### src/acrt_cfg.svh
// register offsets, field positions, reset values and full scale value
// assumes: included by bare name, defines only
//
// What this block does
// - interrupt needs enable bit and global bit
// - prescaler code selects system clock divide
// - right adjust: low byte, two high bits
// - left adjust: high byte, top two low
// - low read freezes result until high read
// - left adjust change shows immediately
// - unipolar result saturates when input negative
// - bipolar result is two's complement
// - reserved bit three stores written value
// - trigger select ignored without auto trigger
// - rising edge of source starts conversion
// - reselecting to set source is edge
// - selecting free running makes no edge
// - trigger source code table decode
// - disable bit kills buffer, pin reads zero
// - done flag set on update, cleared
// - auto trigger enable bit in control a
`ifndef ACRT_CFG_SVH
`define ACRT_CFG_SVH

// register indices; byte address is four times the index
`define ACRT_IDX_DIDR 6'h01
`define ACRT_IDX_CTLB 6'h03
`define ACRT_IDX_RESL 6'h04
`define ACRT_IDX_RESH 6'h05
`define ACRT_IDX_CTLA 6'h06

// control a fields
`define ACRT_A_EN 7
`define ACRT_A_START 6
`define ACRT_A_ATE 5
`define ACRT_A_FLAG 4
`define ACRT_A_IE 3
`define ACRT_A_PS_HI 2
`define ACRT_A_PS_LO 0

// control b fields
`define ACRT_B_BIN 7
`define ACRT_B_COMPARATOR_MUX_ENABLE 6
`define ACRT_B_LAR 4
`define ACRT_B_TS_HI 2
`define ACRT_B_TS_LO 0

// reset values
`define ACRT_RST_CTLA 8'h00
`define ACRT_RST_CTLB 8'h00
`define ACRT_RST_DIDR 8'h00
`define ACRT_RST_RES 10'h000

// full scale value used for unipolar saturation
`define ACRT_FULL_SCALE 10'h3FF

`endif

### src/acrt_pkg.sv
// types shared by the converter control block
// assumes: compiled before acrt_top
package acrt_pkg;

    typedef enum logic [2:0]
    {
        ACRT_TS_FREE,
        ACRT_TS_COMP,
        ACRT_TS_EXT0,
        ACRT_TS_T0_CMPA,
        ACRT_TS_T0_OVF,
        ACRT_TS_T1_CMPB,
        ACRT_TS_T1_OVF,
        ACRT_TS_T1_CAP
    } acrt_trig_e;

    typedef struct packed
    {
        logic comparator;
        logic ext_int0;
        logic t0_cmp_a;
        logic t0_ovf;
        logic t1_cmp_b;
        logic t1_ovf;
        logic t1_capture;
    } acrt_trig_s;

    typedef struct packed
    {
        logic done;
        logic negative;
        logic [9:0] magnitude;
    } acrt_conv_s;

endpackage : acrt_pkg

### src/acrt_top.sv
// converter control, result registers and auto trigger behind an apb slave
// assumes: analog core reports done with magnitude and sign on pclk;
// trigger flags come from logic on pclk; pin_in comes from pads
`timescale 1ns/10ps
`include "acrt_cfg.svh"

module acrt_top
    import acrt_pkg::*;
(
    input wire logic pclk,
    input wire logic presetn,
    input wire logic clk_en,
    input wire logic psel,
    input wire logic penable,
    input wire logic pwrite,
    input wire logic [7:0] paddr,
    input wire logic [31:0] pwdata,
    input wire logic [3:0] pstrb,
    output logic [31:0] prdata,
    output logic pready,
    output logic pslverr,
    input wire logic global_irq_enable,
    input wire logic irq_vector_taken,
    output logic done_irq,
    input wire acrt_trig_s trig_flags,
    input wire acrt_conv_s conv_in,
    output logic conv_start,
    output logic converter_on,
    output logic converter_clk,
    output logic bipolar_mode,
    output logic comparator_mux_enable,
    input wire logic [7:0] pin_in,
    output logic [7:0] pin_input_off_bits,
    output logic [7:0] pin_read
);

    // ------------------------------------------------------------
    // functions
    // ------------------------------------------------------------

    // half period of converter clock, minus one, in system clocks
    function automatic logic [6:0] div_half(input logic [2:0] code);
        logic [6:0] h;
        h = 7'h00;
        case (code)
            3'h0: h = 7'h00;
            3'h1: h = 7'h00;
            3'h2: h = 7'h01;
            3'h3: h = 7'h03;
            3'h4: h = 7'h07;
            3'h5: h = 7'h0F;
            3'h6: h = 7'h1F;
            3'h7: h = 7'h3F;
            default: h = 7'h00;
        endcase
        return h;
    endfunction : div_half

    function automatic logic trig_pick(input logic [2:0] code, input acrt_trig_s f, input logic done_flag);
        logic s;
        s = 1'b0;
        case (acrt_trig_e'(code))
            ACRT_TS_FREE: s = done_flag;
            ACRT_TS_COMP: s = f.comparator;
            ACRT_TS_EXT0: s = f.ext_int0;
            ACRT_TS_T0_CMPA: s = f.t0_cmp_a;
            ACRT_TS_T0_OVF: s = f.t0_ovf;
            ACRT_TS_T1_CMPB: s = f.t1_cmp_b;
            ACRT_TS_T1_OVF: s = f.t1_ovf;
            ACRT_TS_T1_CAP: s = f.t1_capture;
            default: s = 1'b0;
        endcase
        return s;
    endfunction : trig_pick

    function automatic logic reg_hit(input logic [7:0] a, input logic [5:0] idx);
        return (a[7:2] == idx) && (a[1:0] == 2'h0);
    endfunction : reg_hit

    // ------------------------------------------------------------
    // register state
    // ------------------------------------------------------------

    logic en_q;
    logic busy_q;
    logic ate_q;
    logic flag_q;
    logic ie_q;
    logic [2:0] ps_q;
    logic [7:0] ctlb_q;
    logic [7:0] didr_q;
    logic [9:0] result_q;
    logic lock_q;

    logic [7:0] ctla_rd;
    logic [7:0] res_lo;
    logic [7:0] res_hi;
    logic [7:0] rd_byte;
    logic unmapped;
    logic acc_done;
    logic wr_a;
    logic wr_b;
    logic wr_didr;
    logic rd_lo;
    logic rd_hi;
    logic left_adjust;
    logic [2:0] trig_code;
    logic start_sw;
    logic trig_edge;
    logic start_now;
    logic result_load;
    logic flag_clear;
    logic [9:0] fmt_value;

    assign left_adjust = ctlb_q[`ACRT_B_LAR];
    assign trig_code = ctlb_q[`ACRT_B_TS_HI:`ACRT_B_TS_LO];
    assign acc_done = psel && penable && pready;
    assign wr_a = acc_done && pwrite && pstrb[0] && reg_hit(paddr, `ACRT_IDX_CTLA);
    assign wr_b = acc_done && pwrite && pstrb[0] && reg_hit(paddr, `ACRT_IDX_CTLB);
    assign wr_didr = acc_done && pwrite && pstrb[0] && reg_hit(paddr, `ACRT_IDX_DIDR);
    assign rd_lo = acc_done && !pwrite && reg_hit(paddr, `ACRT_IDX_RESL);
    assign rd_hi = acc_done && !pwrite && reg_hit(paddr, `ACRT_IDX_RESH);

    // ------------------------------------------------------------
    // result presentation
    // ------------------------------------------------------------

    // layout follows left_adjust at read time
    always_comb
    begin
        if (left_adjust)
        begin
            res_hi = result_q[9:2];
            res_lo = {result_q[1:0], 6'h00};
        end
        else
        begin
            res_hi = {6'h00, result_q[9:8]};
            res_lo = result_q[7:0];
        end
    end

    assign ctla_rd = {en_q, busy_q, ate_q, flag_q, ie_q, ps_q};

    always_comb
    begin
        rd_byte = 8'h00;
        unmapped = 1'b0;
        if (reg_hit(paddr, `ACRT_IDX_CTLA))
        begin
            rd_byte = ctla_rd;
        end
        else if (reg_hit(paddr, `ACRT_IDX_CTLB))
        begin
            rd_byte = ctlb_q;
        end
        else if (reg_hit(paddr, `ACRT_IDX_DIDR))
        begin
            rd_byte = didr_q;
        end
        else if (reg_hit(paddr, `ACRT_IDX_RESL))
        begin
            rd_byte = res_lo;
        end
        else if (reg_hit(paddr, `ACRT_IDX_RESH))
        begin
            rd_byte = res_hi;
        end
        else
        begin
            unmapped = 1'b1;
        end
    end

    // ------------------------------------------------------------
    // apb slave: no wait state, answer in first access cycle
    // ------------------------------------------------------------

    always_ff @(posedge pclk or negedge presetn)
    begin
        if (!presetn)
        begin
            pready <= 1'b0;
            pslverr <= 1'b0;
            prdata <= 32'h0000_0000;
        end
        else if (clk_en)
        begin
            if (psel && !penable)
            begin
                pready <= 1'b1;
                pslverr <= unmapped;
                prdata <= (pwrite || unmapped) ? 32'h0000_0000 : {24'h00_0000, rd_byte};
            end
            else
            begin
                pready <= 1'b0;
                pslverr <= 1'b0;
            end
        end
    end

    // ------------------------------------------------------------
    // control register a
    // ------------------------------------------------------------

    always_ff @(posedge pclk or negedge presetn)
    begin
        if (!presetn)
        begin
            en_q <= 1'(`ACRT_RST_CTLA >> `ACRT_A_EN);
            ate_q <= 1'b0;
            ie_q <= 1'b0;
            ps_q <= 3'h0;
        end
        else if (clk_en && wr_a)
        begin
            en_q <= pwdata[`ACRT_A_EN];
            ate_q <= pwdata[`ACRT_A_ATE];
            ie_q <= pwdata[`ACRT_A_IE];
            ps_q <= pwdata[`ACRT_A_PS_HI:`ACRT_A_PS_LO];
        end
    end

    assign flag_clear = (wr_a && pwdata[`ACRT_A_FLAG]) || irq_vector_taken;

    always_ff @(posedge pclk or negedge presetn)
    begin
        if (!presetn)
        begin
            flag_q <= 1'b0;
        end
        else if (clk_en)
        begin
            if (result_load)
            begin
                flag_q <= 1'b1;
            end
            else if (flag_clear)
            begin
                flag_q <= 1'b0;
            end
        end
    end

    // ------------------------------------------------------------
    // control register b and input disable
    // ------------------------------------------------------------

    always_ff @(posedge pclk or negedge presetn)
    begin
        if (!presetn)
        begin
            ctlb_q <= `ACRT_RST_CTLB;
            didr_q <= `ACRT_RST_DIDR;
        end
        else if (clk_en)
        begin
            if (wr_b)
            begin
                ctlb_q <= pwdata[7:0];
            end
            if (wr_didr)
            begin
                didr_q <= pwdata[7:0];
            end
        end
    end

    // ------------------------------------------------------------
    // auto trigger
    // ------------------------------------------------------------

    logic trig_prev_q;
    logic [2:0] code_prev_q;
    logic trig_now;

    assign trig_now = trig_pick(trig_code, trig_flags, flag_q);

    always_ff @(posedge pclk or negedge presetn)
    begin
        if (!presetn)
        begin
            trig_prev_q <= 1'b0;
            code_prev_q <= 3'h0;
        end
        else if (clk_en)
        begin
            trig_prev_q <= trig_now;
            code_prev_q <= trig_code;
        end
    end

    // rising edge of selected flag; covers reselect
    // no edge on switch to free running; gated by ate
    assign trig_edge = ate_q && trig_now && !trig_prev_q
                       && !((trig_code == 3'(ACRT_TS_FREE)) && (code_prev_q != trig_code));
    assign start_sw = wr_a && pwdata[`ACRT_A_START];
    assign start_now = (start_sw && pwdata[`ACRT_A_EN]) || (trig_edge && en_q);

    // ------------------------------------------------------------
    // conversion tracking and result register
    // ------------------------------------------------------------

    always_comb
    begin
        if (ctlb_q[`ACRT_B_BIN])
        begin
            fmt_value = conv_in.negative ? 10'(-{1'b0, conv_in.magnitude[9:1]}) : {1'b0, conv_in.magnitude[9:1]};
        end
        else
        begin
            fmt_value = conv_in.negative ? `ACRT_FULL_SCALE : conv_in.magnitude;
        end
    end

    assign result_load = conv_in.done && busy_q && !lock_q;

    always_ff @(posedge pclk or negedge presetn)
    begin
        if (!presetn)
        begin
            busy_q <= 1'b0;
            conv_start <= 1'b0;
        end
        else if (clk_en)
        begin
            conv_start <= start_now && !busy_q;
            if (wr_a && !pwdata[`ACRT_A_EN])
            begin
                busy_q <= 1'b0;
            end
            else if (start_now)
            begin
                busy_q <= 1'b1;
            end
            else if (conv_in.done)
            begin
                busy_q <= 1'b0;
            end
        end
    end

    always_ff @(posedge pclk or negedge presetn)
    begin
        if (!presetn)
        begin
            result_q <= `ACRT_RST_RES;
        end
        else if (clk_en && result_load)
        begin
            result_q <= fmt_value;
        end
    end

    // low read locks until high read
    always_ff @(posedge pclk or negedge presetn)
    begin
        if (!presetn)
        begin
            lock_q <= 1'b0;
        end
        else if (clk_en)
        begin
            if (rd_hi)
            begin
                lock_q <= 1'b0;
            end
            else if (rd_lo)
            begin
                lock_q <= 1'b1;
            end
        end
    end

    // ------------------------------------------------------------
    // interrupt, clock divider and plain outputs
    // ------------------------------------------------------------

    always_ff @(posedge pclk or negedge presetn)
    begin
        if (!presetn)
        begin
            done_irq <= 1'b0;
        end
        else if (clk_en)
        begin
            done_irq <= (result_load || (flag_q && !flag_clear)) && ie_q && global_irq_enable;
        end
    end

    logic [6:0] div_cnt_q;

    always_ff @(posedge pclk or negedge presetn)
    begin
        if (!presetn)
        begin
            div_cnt_q <= 7'h00;
            converter_clk <= 1'b0;
        end
        else if (clk_en)
        begin
            if (div_cnt_q >= div_half(ps_q))
            begin
                div_cnt_q <= 7'h00;
                converter_clk <= !converter_clk;
            end
            else
            begin
                div_cnt_q <= div_cnt_q + 7'h01;
            end
        end
    end

    always_ff @(posedge pclk or negedge presetn)
    begin
        if (!presetn)
        begin
            converter_on <= 1'b0;
            bipolar_mode <= 1'b0;
            comparator_mux_enable <= 1'b0;
            pin_input_off_bits <= 8'h00;
        end
        else if (clk_en)
        begin
            converter_on <= en_q;
            bipolar_mode <= ctlb_q[`ACRT_B_BIN];
            comparator_mux_enable <= ctlb_q[`ACRT_B_COMPARATOR_MUX_ENABLE];
            pin_input_off_bits <= didr_q;
        end
    end

    // pad synchroniser: change accepted when stages two and three agree
    logic [7:0] pin_s1_q;
    logic [7:0] pin_s2_q;
    logic [7:0] pin_s3_q;
    logic [7:0] pin_ok_q;

    always_ff @(posedge pclk or negedge presetn)
    begin
        if (!presetn)
        begin
            pin_s1_q <= 8'h00;
            pin_s2_q <= 8'h00;
            pin_s3_q <= 8'h00;
            pin_ok_q <= 8'h00;
        end
        else if (clk_en)
        begin
            pin_s1_q <= pin_in;
            pin_s2_q <= pin_s1_q;
            pin_s3_q <= pin_s2_q;
            pin_ok_q <= (pin_s2_q & pin_s3_q) | (pin_ok_q & (pin_s2_q | pin_s3_q));
        end
    end

    always_ff @(posedge pclk or negedge presetn)
    begin
        if (!presetn)
        begin
            pin_read <= 8'h00;
        end
        else if (clk_en)
        begin
            pin_read <= pin_ok_q & ~didr_q;
        end
    end

endmodule : acrt_top

### config.mk
export PLATFORM = sky130hd
export DESIGN_NAME = acrt_top
export DESIGN_NICKNAME = d
export VERILOG_FILES = /design/src/acrt_pkg.sv /design/src/acrt_top.sv
export VERILOG_INCLUDE_DIRS = /design/src
export SDC_FILE = /design/constraint.sdc
export NUM_CORES = 1
export LEC_CHECK = 0
export BUFFER_PORTS_ARGS = -buffer_cell sky130_fd_sc_hd__buf_2
export CORE_MARGIN = 3
export CORE_UTILIZATION = 36
export DETAILED_ROUTE_END_ITERATION = 16
export SETUP_SLACK_MARGIN = 0.4
export SLEW_MARGIN = 15
export SYNTH_ARGS = -nofsm -noshare
export SYNTH_HDL_FRONTEND = slang
export SYNTH_SLANG_ARGS = --single-unit
### constraint.sdc
create_clock -name pclk -period 2.7 [get_ports pclk]
set_input_delay 0.135 -clock pclk [delete_from_list [all_inputs] [get_ports pclk]]
set_output_delay 0.135 -clock pclk [all_outputs]
set_load 0.02 [all_outputs]
==> results.py <==
metrics = {
    "clock_tree": {
        "htreeDepth": 3,
        "postCtsSetupBuffers": 0,
        "cts.repair.resized": 0,
        "cts_sinks": 110,
        "clk_path_buf_depth": 2,
        "cts-root-buf": "clkbuf_16",
        "cts_buffers": 9,
        "clkTransAtPathRegs_ns": 0.07,
        "clock_latency_ns": 0.35,
        "cts_tree": "done",
    },
    "global_routing": {
        "grt_util_all_layers": 0.161,
        "grt.overflow.total": 0,
        "grt_pass1_wl_um": 22600,
        "grt_antenna_before_repair": 1,
        "grt_max_degree": 85,
        "grt_pass1_vias": 4295,
    },
    "logic_synthesis": {
        "synthTopCellsByCount": "dfrtp_1 (110), o21ai_0 (60), mux2_2 (54), nand2_1 (46), inv_1 (25)",
        "synth-seq-cells": 110,
        "yosysWarnings": 0,
        "yosysMostFrequentCell": "dfrtp_1",
        "synth_top_area_cell": "dfrtp_1",
        "synth_async_sr_flop_share": 1.00,
        "synthesis.area_um2": 5660,
        "synth_edf_count": 0,
        "synth_ff_type": "dfrtp_1",
        "synth_area_per_cell_um2": 10.4,
        "ys_seq_area_frac": 0.486,
        "synth_top_cell_area_share": 0.486,
        "synth_cell_type_count": 58,
        "synthTopCellsByArea": "dfrtp_1 (49%), mux2_2 (11%), o21ai_0 (5.3%), buf_4 (3.2%), nand2_1 (3.0%)",
        "synth_cells": 546,
    },
    "setup_path": {
        "crit_chain": "or2_2, ha_1, nand2b_1, a21oi_1, o2111ai_1, and3_1, xor2_1",
        "cp-end-kind": "flop",
        "path_delay_family": "simple AND/OR/NAND/NOR gates",
        "cpPeakStageDelay_ns": 0.49,
        "worst_ep_arrival_time_ns": 2.33,
        "path_buf_inv": 0,
        "r2r_end": "converter_clk",
        "critPathSlowestCell": "dfrtp_1",
        "crit_fanout": 9,
        "r2r-start": "ps_q[2]",
        "critPathRequiredTime_ns": 2.92,
        "r2r_setup_slack_ns": 0.59,
        "reg2reg_depth": 7,
        "critPathLaunchType": "flop",
        "crit_type": "flop to flop",
    },
    "cells_and_area": {
        "seq_area_um2": 2750,
        "area_delta_synth_final_pct": 14.4,
        "drive_above_1_share": 0.267,
        "postLayoutCellArea_um2": 6480,
        "num-fill-cells": 1527,
        "nets": 702,
        "multi_input_area_um2": 2600,
        "final_util": 0.423,
    },
    "floorplan": {
        "num_rows": 45,
        "die_y_um": 131,
        "die_w_um": 131,
        "core_um2": 15300,
        "pin_count": 135,
        "die-area_um2": 17300,
        "initial_core_util": 0.370,
    },
    "route": {
        "met1_length_um": 6200,
        "drt_pass1_iterations": 5,
        "ant_nets": 0,
        "finalWirelength_um": 13700,
        "viasPerCell": 5.24,
        "wl_per_cell_um": 16.5,
        "dr_wl_met2_um": 6480,
        "post-route-drc-count": 0,
        "drtIter0Drc": 328,
        "top_layer_used": "met4",
        "wl_met3_um": 728,
        "vias": 4356,
    },
    "sta": {
        "max_freq_ghz": 0.475,
        "tns_ns": 0,
        "hold_viol_final": 0,
        "period_minus_slack_ns": 2.11,
        "tightest_slew_ns": 0.829,
        "clock_skew_ns": 0.00691,
        "slew_headroom": 0.440,
        "period_share": 0.780,
        "setup_viol": 0,
        "slew_viol_final": 0,
        "holdWs_ns": 0.0158,
        "rsz0062_at_grt": "false",
        "setup_ws_ns": 0.595,
    },
    "run_status": {
        "outcome": "completed",
    },
    "min_path": {
        "hold_path_class": "input port to flop",
        "holdPathEnd": "pin_s1_q[5]",
        "min_from": "pin_in[5]",
        "min_path_cells": 2,
    },
    "placement": {
        "hpwl_um": 10200,
        "dpl_cell_area_um2": 6190,
        "io_buffers": 83,
        "place.gp.congestion": 0.874,
        "dp_slack_ns": 0.554,
    },
    "run": {
        "drv_cap": 0,
    },
    "power": {
        "power.density_nw_per_um2": 564,
        "peakVddDrop_mv": 0.331,
        "p_leak_nw": 3.06,
    },
}
logic make-up (layout without fill, tap and decap cells):
| kind of cell | count (synthesis) | count (layout) | synth area share |
|---|---|---|---|
| compound gates | 138 | 138 | 0.152 |
| xor+xnor | 8 | 8 | 0.0124 |
| mux | 66 | 66 | 0.129 |
| fa+ha+maj | 8 | 8 | 0.0177 |
| simple gates | 136 | 136 | 0.133 |
| buf+inv | 79 | 129 | 0.0701 |
| flops | 110 | 110 | 0.486 |
| other cells | 1 | 25 | 0.000662 |
worst register-to-register path, cell delays in order, from the launching register on:
cell,delay [ns]
dfrtp_1,0.49
or2_2,0.33
ha_1,0.27
nand2b_1,0.14
a21oi_1,0.17
o2111ai_1,0.15
and3_1,0.28
xor2_1,0.17
stage by stage:
stage | instances | power, W
after detailed placement | 814 | 0.00244
after global routing | 830 | 0.00384
after global placement | 814 | 0.00242
final | 831 | 0.00365
after floorplan | 569 | 0.00225
after CTS | 830 | 0.00369
per-layer routing:
layer  global-route usage  vias to the layer above
li1                     -                     2060
met1                0.221                     2140
met2                0.256                      137
met3               0.0264                       19
met4               0.0613                        0
met5                    0                        -
placed cells by master, fill, tap and decap left out, types with 3 or more instances in the layout:
master / synthesis / layout
a211oi_1: 3 / 3
a21o_1: 3 / 3
a21oi_1: 24 / 24
a22o_1: 4 / 4
a22oi_1: 6 / 6
a2bb2oi_1: 3 / 3
and3_1: 3 / 3
buf_2: 2 / 82
buf_4: 24 / 4
clkbuf_16: 0 / 9
conb_1: 1 / 24
dfrtp_1: 110 / 110
ha_1: 8 / 8
inv_1: 25 / 25
mux2_2: 54 / 54
mux2i_1: 12 / 12
nand2_1: 46 / 46
nand2b_1: 3 / 3
nand3_1: 10 / 10
nand3b_1: 11 / 11
nand4_1: 6 / 6
nor2_1: 21 / 21
nor2b_1: 3 / 3
nor3_1: 9 / 9
nor4_1: 4 / 4
o2111ai_1: 3 / 3
o21ai_0: 60 / 60
o22ai_1: 6 / 6
o2bb2ai_1: 6 / 6
o31ai_1: 6 / 6
or4_1: 3 / 3
xnor2_1: 3 / 3
xor2_1: 5 / 5
where the power goes:
group	internal (W)	switching [W]	leakage, nW
registers	0.00179	0.0000987	1.44
clock network	0.000635	0.000610	0.131
logic	0.000191	0.000324	1.49
total	0.00262	0.00103	3.06
what timing repair did:
action / in CTS / in global routing
hold endpoints to repair: 49 / 0
setup endpoints to repair: 0 / 0
hold buffers: 1 / 0
worst max path at each step:
stage / start / endpoint / cells past startpoint
after global routing: ps_q[2] / converter_clk / 7
after global placement: paddr[3] / en_q / 5
after floorplan: ps_q[2] / converter_clk / 9
final: ps_q[2] / converter_clk / 7
after CTS: ps_q[2] / converter_clk / 7
after detailed placement: paddr[3] / en_q / 5
registers in the layout (all words and copies together), names as in the netlist, 3 cells and up:
signal	cells
result_q	10
ctlb_q	8
didr_q	8
pin_input_off_bits	8
pin_ok_q	8
pin_read	8
pin_s1_q	8
pin_s2_q	8
pin_s3_q	8
prdata	8
div_cnt_q	7
code_prev_q	3
ps_q	3
layout make-up:
cell class                 count  share of cell area
sequential                   110               0.425
multi-input combinational    380               0.401
timing repair buffer          89              0.0757
tap                          211              0.0408
clock buffer                  10              0.0354
inverter                      25              0.0145
clock inverter                 5             0.00696
antenna                        1            0.000386
Power figures use the tool's default switching activity.
